### src/verilog/stpo_pkg.sv
// package for the lane test-bus and power override register bank
// assumes a 32-bit classic wishbone register host on one clock
package stpo_pkg;
  // register byte offsets
  localparam logic [11:0] ATR_OFFSET = 12'h068;
  localparam logic [11:0] LPO_OFFSET = 12'h06c;
  localparam logic [31:0] ATR_RESET = 32'h0000_0000;
  localparam logic [31:0] LPO_RESET = 32'h0000_0000;
  // writable bit masks, reserved bits read zero
  localparam logic [31:0] ATR_WMASK = 32'h00ff_00ff;
  localparam logic [31:0] LPO_WMASK = 32'h0000_00ff;
  // test-route field positions
  localparam int ATR_BUS_CONNECT = 23;
  localparam int ATR_RXDET_SM = 22;
  localparam int ATR_VCM_SP = 21;
  localparam int ATR_ERC0_SM = 20;
  localparam int ATR_ERC1_SM = 19;
  localparam int ATR_ERC2_SM = 18;
  localparam int ATR_EXT_LPBK = 17;
  localparam int ATR_INT_LPBK = 16;
  localparam int ATR_ERC3_SP = 7;
  localparam int ATR_TXM_SM = 6;
  localparam int ATR_TXM_SP = 5;
  localparam int ATR_TXP_SP = 4;
  localparam int ATR_TXP_FP = 3;
  localparam int ATR_REG_SM = 2;
  localparam int ATR_TXREF_SP = 1;
  localparam int ATR_GATE_SP = 0;
  // power override field positions
  localparam int LPO_PWR_FORCE = 7;
  localparam int LPO_PWR_HI = 6;
  localparam int LPO_PWR_LO = 5;
  localparam int LPO_DO_FORCE = 4;
  localparam int LPO_DO_VAL = 3;
  localparam int LPO_BCN_FORCE = 2;
  localparam int LPO_BCN_VAL = 1;
  // power state encodings
  localparam logic [1:0] PWR_OFF = 2'h0;
  localparam logic [1:0] PWR_IDLE_SLOW = 2'h1;
  localparam logic [1:0] PWR_TX_DATA = 2'h2;
  localparam logic [1:0] PWR_IDLE_FAST = 2'h3;
  // analog switch controls
  typedef struct packed {
    logic bus_connect;
    logic rxdetect_ref_to_sense_minus;
    logic vcm_to_sense_plus;
    logic erc0_to_sense_minus;
    logic erc1_to_sense_minus;
    logic erc2_to_sense_minus;
    logic erc3_to_sense_plus;
    logic txm_to_sense_minus;
    logic txm_to_sense_plus;
    logic txp_to_sense_plus;
    logic txp_to_force_plus;
    logic regulator_out_sel;
    logic txref_to_sense_plus;
    logic regulator_gate_sel;
  } stpo_atb_t;
  // lane control values after override
  typedef struct packed {
    logic [1:0] tx_en;
    logic data_ovrd;
    logic beacon;
    logic tx_external_loopback_enable;
    logic tx_internal_loopback_enable;
  } stpo_lane_t;
  // whole state of the bank
  typedef struct packed {
    logic [31:0] atr;
    logic [31:0] lpo;
    logic ack;
    logic [31:0] rdata;
    stpo_atb_t atb;
    stpo_lane_t lane;
  } stpo_state_t;
endpackage : stpo_pkg

### src/verilog/stpo_regs.sv
// register bank: analog test-bus route select and lane power override
// assumes a classic wishbone master on i_clock; lane inputs are synchronous to i_clock
//
// Our own choice: the Wishbone register port.
module stpo_regs (
  input wire logic i_clock, // 200 MHz register clock
  input wire logic i_rst_n, // asynchronous active-low reset
  input wire logic i_wb_cyc, // wishbone cycle
  input wire logic i_wb_stb, // wishbone strobe
  input wire logic i_wb_we, // wishbone write enable
  input wire logic [11:0] i_wb_adr, // byte address
  input wire logic [3:0] i_wb_sel, // byte lane selects
  input wire logic [31:0] i_wb_dat, // write data
  output logic [31:0] o_wb_dat, // read data
  output logic o_wb_ack, // one-cycle acknowledge
  input wire logic [1:0] i_tx_en, // core transmit-enable power state
  input wire logic i_data_ovrd, // core data-override
  input wire logic i_beacon, // core beacon control
  output stpo_pkg::stpo_atb_t o_atb, // analog test switches
  output stpo_pkg::stpo_lane_t o_lane // lane controls after override
);
  stpo_pkg::stpo_state_t s_q;
  stpo_pkg::stpo_state_t s_d;
  logic req;
  logic [31:0] bmask;

  // expand byte selects into a bit mask
  function automatic logic [31:0] lane_mask(input logic [3:0] sel);
    logic [31:0] m;
    m = 32'h0000_0000;
    for (int i = 0; i < 4; i++) begin
      m[i*8 +: 8] = {8{sel[i]}};
    end
    return m;
  endfunction : lane_mask

  // masked write merge of one register
  function automatic logic [31:0] merge(input logic [31:0] old, input logic [31:0] wd,
                                        input logic [31:0] m, input logic [31:0] wm);
    return ((old & ~m) | (wd & m)) & wm;
  endfunction : merge

  assign req = i_wb_cyc && i_wb_stb && !s_q.ack;
  assign bmask = lane_mask(i_wb_sel);

  // next state: bus access, then derived outputs from the stored registers
  always_comb begin
    s_d = s_q;
    s_d.ack = req;
    s_d.rdata = 32'h0000_0000;
    if (req && i_wb_we) begin
      if (i_wb_adr == stpo_pkg::ATR_OFFSET) begin
        s_d.atr = merge(s_q.atr, i_wb_dat, bmask, stpo_pkg::ATR_WMASK);
      end else if (i_wb_adr == stpo_pkg::LPO_OFFSET) begin
        s_d.lpo = merge(s_q.lpo, i_wb_dat, bmask, stpo_pkg::LPO_WMASK);
      end
    end else if (req) begin
      if (i_wb_adr == stpo_pkg::ATR_OFFSET) begin
        s_d.rdata = s_q.atr;
      end else if (i_wb_adr == stpo_pkg::LPO_OFFSET) begin
        s_d.rdata = s_q.lpo;
      end
    end
    // analog routes, gated by the bus connect bit except txm_to_sense_plus and txp_to_force_plus
    s_d.atb.bus_connect = s_q.atr[stpo_pkg::ATR_BUS_CONNECT];
    s_d.atb.rxdetect_ref_to_sense_minus = s_q.atr[stpo_pkg::ATR_RXDET_SM] &
        s_q.atr[stpo_pkg::ATR_BUS_CONNECT];
    s_d.atb.vcm_to_sense_plus = s_q.atr[stpo_pkg::ATR_VCM_SP] &
        s_q.atr[stpo_pkg::ATR_BUS_CONNECT];
    s_d.atb.erc0_to_sense_minus = s_q.atr[stpo_pkg::ATR_ERC0_SM] &
        s_q.atr[stpo_pkg::ATR_BUS_CONNECT];
    s_d.atb.erc1_to_sense_minus = s_q.atr[stpo_pkg::ATR_ERC1_SM] &
        s_q.atr[stpo_pkg::ATR_BUS_CONNECT];
    s_d.atb.erc2_to_sense_minus = s_q.atr[stpo_pkg::ATR_ERC2_SM] &
        s_q.atr[stpo_pkg::ATR_BUS_CONNECT];
    s_d.atb.erc3_to_sense_plus = s_q.atr[stpo_pkg::ATR_ERC3_SP] &
        s_q.atr[stpo_pkg::ATR_BUS_CONNECT];
    s_d.atb.txm_to_sense_minus = s_q.atr[stpo_pkg::ATR_TXM_SM] &
        s_q.atr[stpo_pkg::ATR_BUS_CONNECT];
    // termination measurement switches act without the connect bit
    s_d.atb.txm_to_sense_plus = s_q.atr[stpo_pkg::ATR_TXM_SP];
    s_d.atb.txp_to_sense_plus = s_q.atr[stpo_pkg::ATR_TXP_SP] &
        s_q.atr[stpo_pkg::ATR_BUS_CONNECT];
    s_d.atb.txp_to_force_plus = s_q.atr[stpo_pkg::ATR_TXP_FP];
    s_d.atb.regulator_out_sel = s_q.atr[stpo_pkg::ATR_REG_SM] &
        s_q.atr[stpo_pkg::ATR_BUS_CONNECT];
    s_d.atb.txref_to_sense_plus = s_q.atr[stpo_pkg::ATR_TXREF_SP] &
        s_q.atr[stpo_pkg::ATR_BUS_CONNECT];
    s_d.atb.regulator_gate_sel = s_q.atr[stpo_pkg::ATR_GATE_SP] &
        s_q.atr[stpo_pkg::ATR_BUS_CONNECT];
    // loopback enables; software keeps the two apart
    s_d.lane.tx_external_loopback_enable = s_q.atr[stpo_pkg::ATR_EXT_LPBK];
    s_d.lane.tx_internal_loopback_enable = s_q.atr[stpo_pkg::ATR_INT_LPBK];
    // override multiplexers
    s_d.lane.tx_en = s_q.lpo[stpo_pkg::LPO_PWR_FORCE] ?
        s_q.lpo[stpo_pkg::LPO_PWR_HI:stpo_pkg::LPO_PWR_LO] : i_tx_en;
    s_d.lane.data_ovrd = s_q.lpo[stpo_pkg::LPO_DO_FORCE] ?
        s_q.lpo[stpo_pkg::LPO_DO_VAL] : i_data_ovrd;
    s_d.lane.beacon = s_q.lpo[stpo_pkg::LPO_BCN_FORCE] ?
        s_q.lpo[stpo_pkg::LPO_BCN_VAL] : i_beacon;
  end

  // state register, all zero at reset
  always_ff @(posedge i_clock or negedge i_rst_n) begin
    if (!i_rst_n) begin
      s_q <= '0;
    end else begin
      s_q <= s_d;
    end
  end

  assign o_wb_ack = s_q.ack;
  assign o_wb_dat = s_q.rdata;
  assign o_atb = s_q.atb;
  assign o_lane = s_q.lane;

  // write to the route register lands one edge later
  a_atr_write: assert property (@(posedge i_clock) disable iff (!i_rst_n)
    req && i_wb_we && i_wb_adr == stpo_pkg::ATR_OFFSET && (&i_wb_sel) |=>
    s_q.atr == ($past(i_wb_dat) & stpo_pkg::ATR_WMASK)) else $error("route write lost");
  a_lpo_write: assert property (@(posedge i_clock) disable iff (!i_rst_n)
    req && i_wb_we && i_wb_adr == stpo_pkg::LPO_OFFSET && (&i_wb_sel) |=>
    s_q.lpo == ($past(i_wb_dat) & stpo_pkg::LPO_WMASK)) else $error("override write lost");
  a_ack_pulse: assert property (@(posedge i_clock) disable iff (!i_rst_n)
    o_wb_ack |=> !o_wb_ack) else $error("ack longer than one cycle");
  a_ack_follows: assert property (@(posedge i_clock) disable iff (!i_rst_n)
    i_wb_cyc && i_wb_stb && !o_wb_ack |=> o_wb_ack) else $error("request not acked");
  a_route_gated: assert property (@(posedge i_clock) disable iff (!i_rst_n)
    !s_q.atr[stpo_pkg::ATR_BUS_CONNECT] |=> !o_atb.rxdetect_ref_to_sense_minus &&
    !o_atb.erc0_to_sense_minus && !o_atb.regulator_gate_sel) else $error("route without bus");
  a_bus_connect: assert property (@(posedge i_clock) disable iff (!i_rst_n)
    s_q.atr[stpo_pkg::ATR_BUS_CONNECT] |=> o_atb.bus_connect) else $error("bus not joined");
  a_pwr_force: assert property (@(posedge i_clock) disable iff (!i_rst_n)
    s_q.lpo[stpo_pkg::LPO_PWR_FORCE] |=>
    o_lane.tx_en == $past(s_q.lpo[stpo_pkg::LPO_PWR_HI:stpo_pkg::LPO_PWR_LO]))
    else $error("power force wrong");
  a_pwr_pass: assert property (@(posedge i_clock) disable iff (!i_rst_n)
    !s_q.lpo[stpo_pkg::LPO_PWR_FORCE] |=> o_lane.tx_en == $past(i_tx_en))
    else $error("power passthrough wrong");
  a_do_force: assert property (@(posedge i_clock) disable iff (!i_rst_n)
    1'b1 |=> o_lane.data_ovrd == ($past(s_q.lpo[stpo_pkg::LPO_DO_FORCE]) ?
    $past(s_q.lpo[stpo_pkg::LPO_DO_VAL]) : $past(i_data_ovrd))) else $error("dataovrd wrong");
  a_bcn_force: assert property (@(posedge i_clock) disable iff (!i_rst_n)
    1'b1 |=> o_lane.beacon == ($past(s_q.lpo[stpo_pkg::LPO_BCN_FORCE]) ?
    $past(s_q.lpo[stpo_pkg::LPO_BCN_VAL]) : $past(i_beacon))) else $error("beacon wrong");
  a_lpbk_track: assert property (@(posedge i_clock) disable iff (!i_rst_n)
    1'b1 |=> o_lane.tx_internal_loopback_enable == $past(s_q.atr[stpo_pkg::ATR_INT_LPBK]))
    else $error("loopback wrong");
  a_reserved_zero: assert property (@(posedge i_clock) disable iff (!i_rst_n)
    (s_q.atr & ~stpo_pkg::ATR_WMASK) == 32'h0000_0000 &&
    (s_q.lpo & ~stpo_pkg::LPO_WMASK) == 32'h0000_0000) else $error("reserved bits set");

  // per-switch checks: gated routes follow their bit only with the bus joined
  // rx-detect reference onto sense-minus
  a_rxdet_route: assert property (@(posedge i_clock) disable iff (!i_rst_n)
    1'b1 |=> o_atb.rxdetect_ref_to_sense_minus ==
    ($past(s_q.atr[stpo_pkg::ATR_RXDET_SM]) && $past(s_q.atr[stpo_pkg::ATR_BUS_CONNECT])))
    else $error("rx-detect route wrong");
  // common-mode replica onto sense-plus
  a_vcm_route: assert property (@(posedge i_clock) disable iff (!i_rst_n)
    1'b1 |=> o_atb.vcm_to_sense_plus ==
    ($past(s_q.atr[stpo_pkg::ATR_VCM_SP]) && $past(s_q.atr[stpo_pkg::ATR_BUS_CONNECT])))
    else $error("common-mode route wrong");
  // first edge-rate bias onto sense-minus
  a_erc0_route: assert property (@(posedge i_clock) disable iff (!i_rst_n)
    1'b1 |=> o_atb.erc0_to_sense_minus ==
    ($past(s_q.atr[stpo_pkg::ATR_ERC0_SM]) && $past(s_q.atr[stpo_pkg::ATR_BUS_CONNECT])))
    else $error("bias zero route wrong");
  // second edge-rate bias onto sense-minus
  a_erc1_route: assert property (@(posedge i_clock) disable iff (!i_rst_n)
    1'b1 |=> o_atb.erc1_to_sense_minus ==
    ($past(s_q.atr[stpo_pkg::ATR_ERC1_SM]) && $past(s_q.atr[stpo_pkg::ATR_BUS_CONNECT])))
    else $error("bias one route wrong");
  // third edge-rate bias onto sense-minus
  a_erc2_route: assert property (@(posedge i_clock) disable iff (!i_rst_n)
    1'b1 |=> o_atb.erc2_to_sense_minus ==
    ($past(s_q.atr[stpo_pkg::ATR_ERC2_SM]) && $past(s_q.atr[stpo_pkg::ATR_BUS_CONNECT])))
    else $error("bias two route wrong");
  // fourth edge-rate bias onto sense-plus
  a_erc3_route: assert property (@(posedge i_clock) disable iff (!i_rst_n)
    1'b1 |=> o_atb.erc3_to_sense_plus ==
    ($past(s_q.atr[stpo_pkg::ATR_ERC3_SP]) && $past(s_q.atr[stpo_pkg::ATR_BUS_CONNECT])))
    else $error("bias three route wrong");
  // negative tx onto sense-minus
  a_txm_minus: assert property (@(posedge i_clock) disable iff (!i_rst_n)
    1'b1 |=> o_atb.txm_to_sense_minus ==
    ($past(s_q.atr[stpo_pkg::ATR_TXM_SM]) && $past(s_q.atr[stpo_pkg::ATR_BUS_CONNECT])))
    else $error("negative tx route wrong");
  // negative tx onto sense-plus, not gated for termination measurement
  a_txm_plus: assert property (@(posedge i_clock) disable iff (!i_rst_n)
    1'b1 |=> o_atb.txm_to_sense_plus == $past(s_q.atr[stpo_pkg::ATR_TXM_SP]))
    else $error("negative tx termination route wrong");
  // positive tx onto sense-plus
  a_txp_plus: assert property (@(posedge i_clock) disable iff (!i_rst_n)
    1'b1 |=> o_atb.txp_to_sense_plus ==
    ($past(s_q.atr[stpo_pkg::ATR_TXP_SP]) && $past(s_q.atr[stpo_pkg::ATR_BUS_CONNECT])))
    else $error("positive tx route wrong");
  // positive tx onto force-plus, not gated for termination measurement
  a_txp_force: assert property (@(posedge i_clock) disable iff (!i_rst_n)
    1'b1 |=> o_atb.txp_to_force_plus == $past(s_q.atr[stpo_pkg::ATR_TXP_FP]))
    else $error("positive tx force route wrong");
  // regulator output onto sense-minus
  a_regout_route: assert property (@(posedge i_clock) disable iff (!i_rst_n)
    1'b1 |=> o_atb.regulator_out_sel ==
    ($past(s_q.atr[stpo_pkg::ATR_REG_SM]) && $past(s_q.atr[stpo_pkg::ATR_BUS_CONNECT])))
    else $error("regulator route wrong");
  // transmit reference onto sense-plus
  a_txref_route: assert property (@(posedge i_clock) disable iff (!i_rst_n)
    1'b1 |=> o_atb.txref_to_sense_plus ==
    ($past(s_q.atr[stpo_pkg::ATR_TXREF_SP]) && $past(s_q.atr[stpo_pkg::ATR_BUS_CONNECT])))
    else $error("reference route wrong");
  // regulator gate onto sense-plus
  a_gate_route: assert property (@(posedge i_clock) disable iff (!i_rst_n)
    1'b1 |=> o_atb.regulator_gate_sel ==
    ($past(s_q.atr[stpo_pkg::ATR_GATE_SP]) && $past(s_q.atr[stpo_pkg::ATR_BUS_CONNECT])))
    else $error("gate route wrong");
  // bus stays apart while the connect bit is clear
  a_bus_open: assert property (@(posedge i_clock) disable iff (!i_rst_n)
    !s_q.atr[stpo_pkg::ATR_BUS_CONNECT] |=> !o_atb.bus_connect)
    else $error("bus joined without connect bit");
  // external loopback follows its bit
  a_ext_lpbk: assert property (@(posedge i_clock) disable iff (!i_rst_n)
    1'b1 |=> o_lane.tx_external_loopback_enable == $past(s_q.atr[stpo_pkg::ATR_EXT_LPBK]))
    else $error("external loopback wrong");
  // register side checks
  // route register read returns the stored value in the ack cycle
  a_atr_read: assert property (@(posedge i_clock) disable iff (!i_rst_n)
    req && !i_wb_we && i_wb_adr == stpo_pkg::ATR_OFFSET |=>
    o_wb_dat == $past(s_q.atr))
    else $error("route read wrong");
  // override register read returns the stored value in the ack cycle
  a_lpo_read: assert property (@(posedge i_clock) disable iff (!i_rst_n)
    req && !i_wb_we && i_wb_adr == stpo_pkg::LPO_OFFSET |=>
    o_wb_dat == $past(s_q.lpo))
    else $error("override read wrong");
  // read data is zero outside the ack cycle
  a_idle_data: assert property (@(posedge i_clock) disable iff (!i_rst_n)
    !o_wb_ack |-> o_wb_dat == 32'h0000_0000)
    else $error("read data outside ack");
  // unmapped reads return zero
  a_unmapped_read: assert property (@(posedge i_clock) disable iff (!i_rst_n)
    req && !i_wb_we && i_wb_adr != stpo_pkg::ATR_OFFSET && i_wb_adr != stpo_pkg::LPO_OFFSET
    |=> o_wb_dat == 32'h0000_0000)
    else $error("unmapped read not zero");
  // unmapped writes change nothing
  a_unmapped_write: assert property (@(posedge i_clock) disable iff (!i_rst_n)
    req && i_wb_we && i_wb_adr != stpo_pkg::ATR_OFFSET && i_wb_adr != stpo_pkg::LPO_OFFSET
    |=> s_q.atr == $past(s_q.atr) && s_q.lpo == $past(s_q.lpo))
    else $error("unmapped write landed");
  // registers hold without a write request
  a_regs_hold: assert property (@(posedge i_clock) disable iff (!i_rst_n)
    !(req && i_wb_we) |=> s_q.atr == $past(s_q.atr) && s_q.lpo == $past(s_q.lpo))
    else $error("register changed without write");
  // a write with no lane selected changes nothing
  a_sel_none: assert property (@(posedge i_clock) disable iff (!i_rst_n)
    req && i_wb_we && i_wb_sel == 4'h0 |=>
    s_q.atr == $past(s_q.atr) && s_q.lpo == $past(s_q.lpo))
    else $error("write without lanes landed");
  // low byte of the route register kept when its lane is off
  a_atr_lane0: assert property (@(posedge i_clock) disable iff (!i_rst_n)
    req && i_wb_we && !i_wb_sel[0] |=> s_q.atr[7:0] == $past(s_q.atr[7:0]))
    else $error("route low byte written");
  // third byte of the route register kept when its lane is off
  a_atr_lane2: assert property (@(posedge i_clock) disable iff (!i_rst_n)
    req && i_wb_we && !i_wb_sel[2] |=> s_q.atr[23:16] == $past(s_q.atr[23:16]))
    else $error("route third byte written");
  // override register kept when its lane is off
  a_lpo_lane0: assert property (@(posedge i_clock) disable iff (!i_rst_n)
    req && i_wb_we && !i_wb_sel[0] |=> s_q.lpo[7:0] == $past(s_q.lpo[7:0]))
    else $error("override byte written");
  // ack only answers a request
  a_ack_cause: assert property (@(posedge i_clock) disable iff (!i_rst_n)
    !(i_wb_cyc && i_wb_stb) |=> !o_wb_ack)
    else $error("ack without request");
  // no ack while the cycle is down
  a_ack_idle: assert property (@(posedge i_clock) disable iff (!i_rst_n)
    !i_wb_cyc |=> !o_wb_ack)
    else $error("ack outside cycle");
  // switches stand while the route register stands
  a_atb_stable: assert property (@(posedge i_clock) disable iff (!i_rst_n)
    $stable(s_q.atr) |=> $stable(o_atb))
    else $error("switch moved without register change");
  // power, data-override and beacon controls stand while the override register and inputs stand
  a_lane_stable: assert property (@(posedge i_clock) disable iff (!i_rst_n)
    $stable(s_q.lpo) && $stable(i_tx_en) && $stable(i_data_ovrd) && $stable(i_beacon)
    |=> $stable(o_lane[5:2]))
    else $error("lane control moved without cause");
  // a held strobe after ack does not write again
  a_no_rewrite: assert property (@(posedge i_clock) disable iff (!i_rst_n)
    i_wb_cyc && i_wb_stb && s_q.ack |=>
    s_q.atr == $past(s_q.atr) && s_q.lpo == $past(s_q.lpo))
    else $error("second write in ack cycle");

  c_ext_loopback: cover property (@(posedge i_clock) disable iff (!i_rst_n)
    o_lane.tx_external_loopback_enable);
  c_route_on: cover property (@(posedge i_clock) disable iff (!i_rst_n)
    o_atb.bus_connect && o_atb.txp_to_sense_plus);
  c_pwr_forced: cover property (@(posedge i_clock) disable iff (!i_rst_n)
    s_q.lpo[stpo_pkg::LPO_PWR_FORCE] && o_lane.tx_en == stpo_pkg::PWR_IDLE_FAST);
  c_read_ack: cover property (@(posedge i_clock) disable iff (!i_rst_n)
    o_wb_ack && o_wb_dat != 32'h0000_0000);
  c_beacon_forced: cover property (@(posedge i_clock) disable iff (!i_rst_n)
    s_q.lpo[stpo_pkg::LPO_BCN_FORCE] && o_lane.beacon);
endmodule : stpo_regs

### config.mk
export PLATFORM = sky130hd
export DESIGN_NAME = stpo_regs
export DESIGN_NICKNAME = d
export VERILOG_FILES = /design/src/verilog/stpo_pkg.sv /design/src/verilog/stpo_regs.sv
export SDC_FILE = /design/constraint.sdc
export NUM_CORES = 1
export LEC_CHECK = 0
export BUFFER_PORTS_ARGS = -buffer_cell sky130_fd_sc_hd__buf_2
export CORE_MARGIN = 5
export CORE_UTILIZATION = 30
export CTS_BUF_LIST = sky130_fd_sc_hd__clkbuf_4 sky130_fd_sc_hd__clkbuf_8 sky130_fd_sc_hd__clkbuf_16
export DETAILED_ROUTE_END_ITERATION = 12
export SLEW_MARGIN = 40
export SYNTH_ARGS = -nofsm -noshare
export SYNTH_HDL_FRONTEND = slang
export SYNTH_SLANG_ARGS = --single-unit
### constraint.sdc
create_clock -name i_clock -period 1.8 [get_ports i_clock]
set_input_delay 0 -clock i_clock [delete_from_list [all_inputs] [get_ports i_clock]]
set_output_delay 0 -clock i_clock [all_outputs]
set_load 0.02 [all_outputs]
==> results.json <==
{
  "boundaryPins": 110,
  "wl_mm": 5.130,
  "layout-drive-gt1-share": 0.4927,
  "drtPass1Iterations": 4,
  "fp.dieH_um": 104.5,
  "fmax_mhz": 633.5,
  "nFillCells": 888,
  "finClkSkew_ns": 0.01158,
  "crit_fanout": 5,
  "yosysTopAreaCell": "dfrtp_1",
  "clk_latency_ns": 0.33,
  "overflow": 0,
  "ys_async_sr_fraction": 1.000,
  "synthCells": 195,
  "synth_area_um2": 2681,
  "die_area_um2": 10930,
  "drt_iter0_drc": 23,
  "grt_usage": 0.09726,
  "cts-root-buf": "clkbuf_8",
  "htreeDepth": 3,
  "power_leakage_nw": 1.769,
  "clock-sinks": 61,
  "post_cts_resized": 0,
  "final_antenna_net_count": 0,
  "grt_pass1_vias": 1695,
  "fin_crit_ns": 1.579,
  "antenna_cells": 0,
  "start_util": 0.3075,
  "min_path_cells": 2,
  "reg2reg_depth": 4,
  "hold_buffers": 21,
  "wl_per_cell_um": 13.43,
  "p_per_area_nw_per_um2": 891.5,
  "crit_required_ns": 2.01,
  "synth.distinct_cells": 23,
  "synth.avg_cell_area_um2": 13.75,
  "outcome": "complete, no violations",
  "finalSetupViolCount": 0,
  "ys_warn_count": 0,
  "slew_viol_final": 0,
  "design_area_um2": 3344,
  "synth_top_cells_by_area": "dfrtp_1 (57%), buf_4 (15%), mux2_4 (9.0%)",
  "synthFlopType": "dfrtp_1",
  "hold_viol": 0,
  "whs_ns": 0.02121,
  "portBuffers": 75,
  "startpoint_type": "primary input",
  "cts_max_path_buffers": 2,
  "timing.rr.start": "o_wb_ack$_DFF_PN0_",
  "cts_tree": "done",
  "nets": 326,
  "layout.cells.non_filler": 382,
  "crit_arrival_ns": 1.79,
  "post_cts_buffers": 0,
  "clk_pin_slew_worst_paths_ns": 0.07,
  "cp-startpoint": "i_wb_adr[9]",
  "path_class": "primary input to register",
  "gp_congestion": 0.6772,
  "synth_top_area_frac": 0.5693,
  "dp.cells": 345,
  "syn2layout_area_growth_pct": 24.73,
  "r2r_slack_ns": 0.29,
  "rsz0062_at_grt": "no",
  "grt_max_degree": 62,
  "synth.ff_latch_count": 61,
  "hold_class": "primary input to register",
  "ir_drop_mv": 0.3661,
  "via_per_inst": 4.031,
  "dpl_cell_area_um2": 2890,
  "cap_violations": 0,
  "end_kind": "register",
  "dp_hpwl_mm": 3.759,
  "die_x_um": 104.5,
  "cts_buffers": 9,
  "row_count": 34,
  "antenna_found_initial": 0,
  "vias": 1540,
  "drc": 0,
  "core_area_um2": 8721,
  "min_period_over_period": 0.8770,
  "grt_pass1_wl_mm": 8.314,
  "yosysSeqAreaShare": 0.5693,
  "synth_edf_count": 0
}
synthesized netlist by cell type (2+ instances only):
cell type,number
mux2_4,16
and2_1,19
buf_4,53
dfrtp_1,61
nor2_1,8
and4_4,2
mux2_2,12
clkbuf_1,2
a22oi_1,8
routing by layer:
metal  vias up  share of wire  global-route usage
met3         9          0.087             0.03206
met5         -              0                   0
li1        725              -                   -
met1       729           0.42              0.1202
met2        77           0.47              0.1529
met4         0          0.017             0.04718
per-stage QoR:
step           worst slack (ns)    util  TNS [ns]  power (W)
2_1_floorplan          0.008290       -         0   0.001491
4_1_cts                  0.2276  0.3835         0   0.003032
3_5_place_dp            -0.1271  0.3314    -2.489   0.001546
5_1_grt                  0.1474  0.3835         0   0.003116
3_3_place_gp           -0.08049  0.3314    -1.717   0.001543
6_report                 0.2215  0.3835         0   0.002982
worst max-delay path, stage by stage:
cell	delay [ns]
buf_2	0.10
or4_4	0.53
nor4_2	0.41
and4_1	0.27
buf_4	0.15
mux2_2	0.33
kinds of logic (layout without fill, tap and decap cells):
kind of cell	Yosys count	in the layout	synth area share
DFF	61	61	0.5693
other	1	16	0.001399
and+or+nand+nor	38	38	0.09940
AOI/OAI and AO/OA	8	8	0.02240
buffers and inverters	59	123	0.1675
muxes	28	28	0.1400
layout make-up:
| type | instances | area [um2] | area share |
|---|---|---|---|
| flip-flops and latches | 61 | 1526 | 0.4564 |
| multi-input cells | 90 | 762.0 | 0.2278 |
| repair buffers | 106 | 673.1 | 0.2013 |
| clock buffers | 13 | 178.9 | 0.05350 |
| well taps | 108 | 135.1 | 0.04040 |
| clock inverters | 3 | 65.06 | 0.01945 |
| inverters | 1 | 3.754 | 0.001122 |
cells in the final DEF (no fill, tap or decap):
| master | netlist | layout |
|---|---|---|
| a22oi_1 | 8 | 8 |
| and2_1 | 19 | 19 |
| and3b_1 | 1 | 1 |
| and4_1 | 1 | 1 |
| and4_4 | 2 | 2 |
| buf_12 | 1 | 1 |
| buf_2 | 1 | 75 |
| buf_4 | 53 | 9 |
| bufinv_16 | 0 | 2 |
| clkbuf_8 | 0 | 13 |
| clkinv_2 | 0 | 1 |
| conb_1 | 1 | 16 |
| dfrtp_1 | 61 | 61 |
| dlygate4sd3_1 | 0 | 21 |
| inv_1 | 1 | 1 |
| mux2_2 | 12 | 12 |
| mux2_4 | 16 | 16 |
| nand2b_1 | 1 | 1 |
| nand4bb_1 | 1 | 1 |
| nor2_1 | 8 | 8 |
| nor2b_1 | 1 | 1 |
| nor4_2 | 1 | 1 |
| nor4_4 | 1 | 1 |
| or3b_2 | 1 | 1 |
| or4_4 | 1 | 1 |
worst min-delay path by stage:
| stage | slack (ns) | to | from |
|---|---|---|---|
| detailed placement | 0.04 | o_wb_dat[5]$_DFF_PN0_ | i_rst_n |
| global route | 0.03 | o_wb_ack$_DFF_PN0_ | i_wb_stb |
| finish | 0.02 | o_wb_ack$_DFF_PN0_ | i_wb_stb |
| global placement | 0.03 | o_wb_dat[5]$_DFF_PN0_ | i_rst_n |
| floorplan | -0.30 | async pin | i_rst_n |
| CTS | 0.006 | o_wb_ack$_DFF_PN0_ | i_wb_stb |
power by group:
group / internal [W] / total, W / switching (W)
Sequential: 0.00138 / 0.00138 / 0.00000186
Combinational: 0.0000785 / 0.000175 / 0.0000962
Clock: 0.000929 / 0.00143 / 0.000499
Total: 0.00238 / 0.00298 / 0.000597
Note: power is estimated with default switching activity, not from simulation.
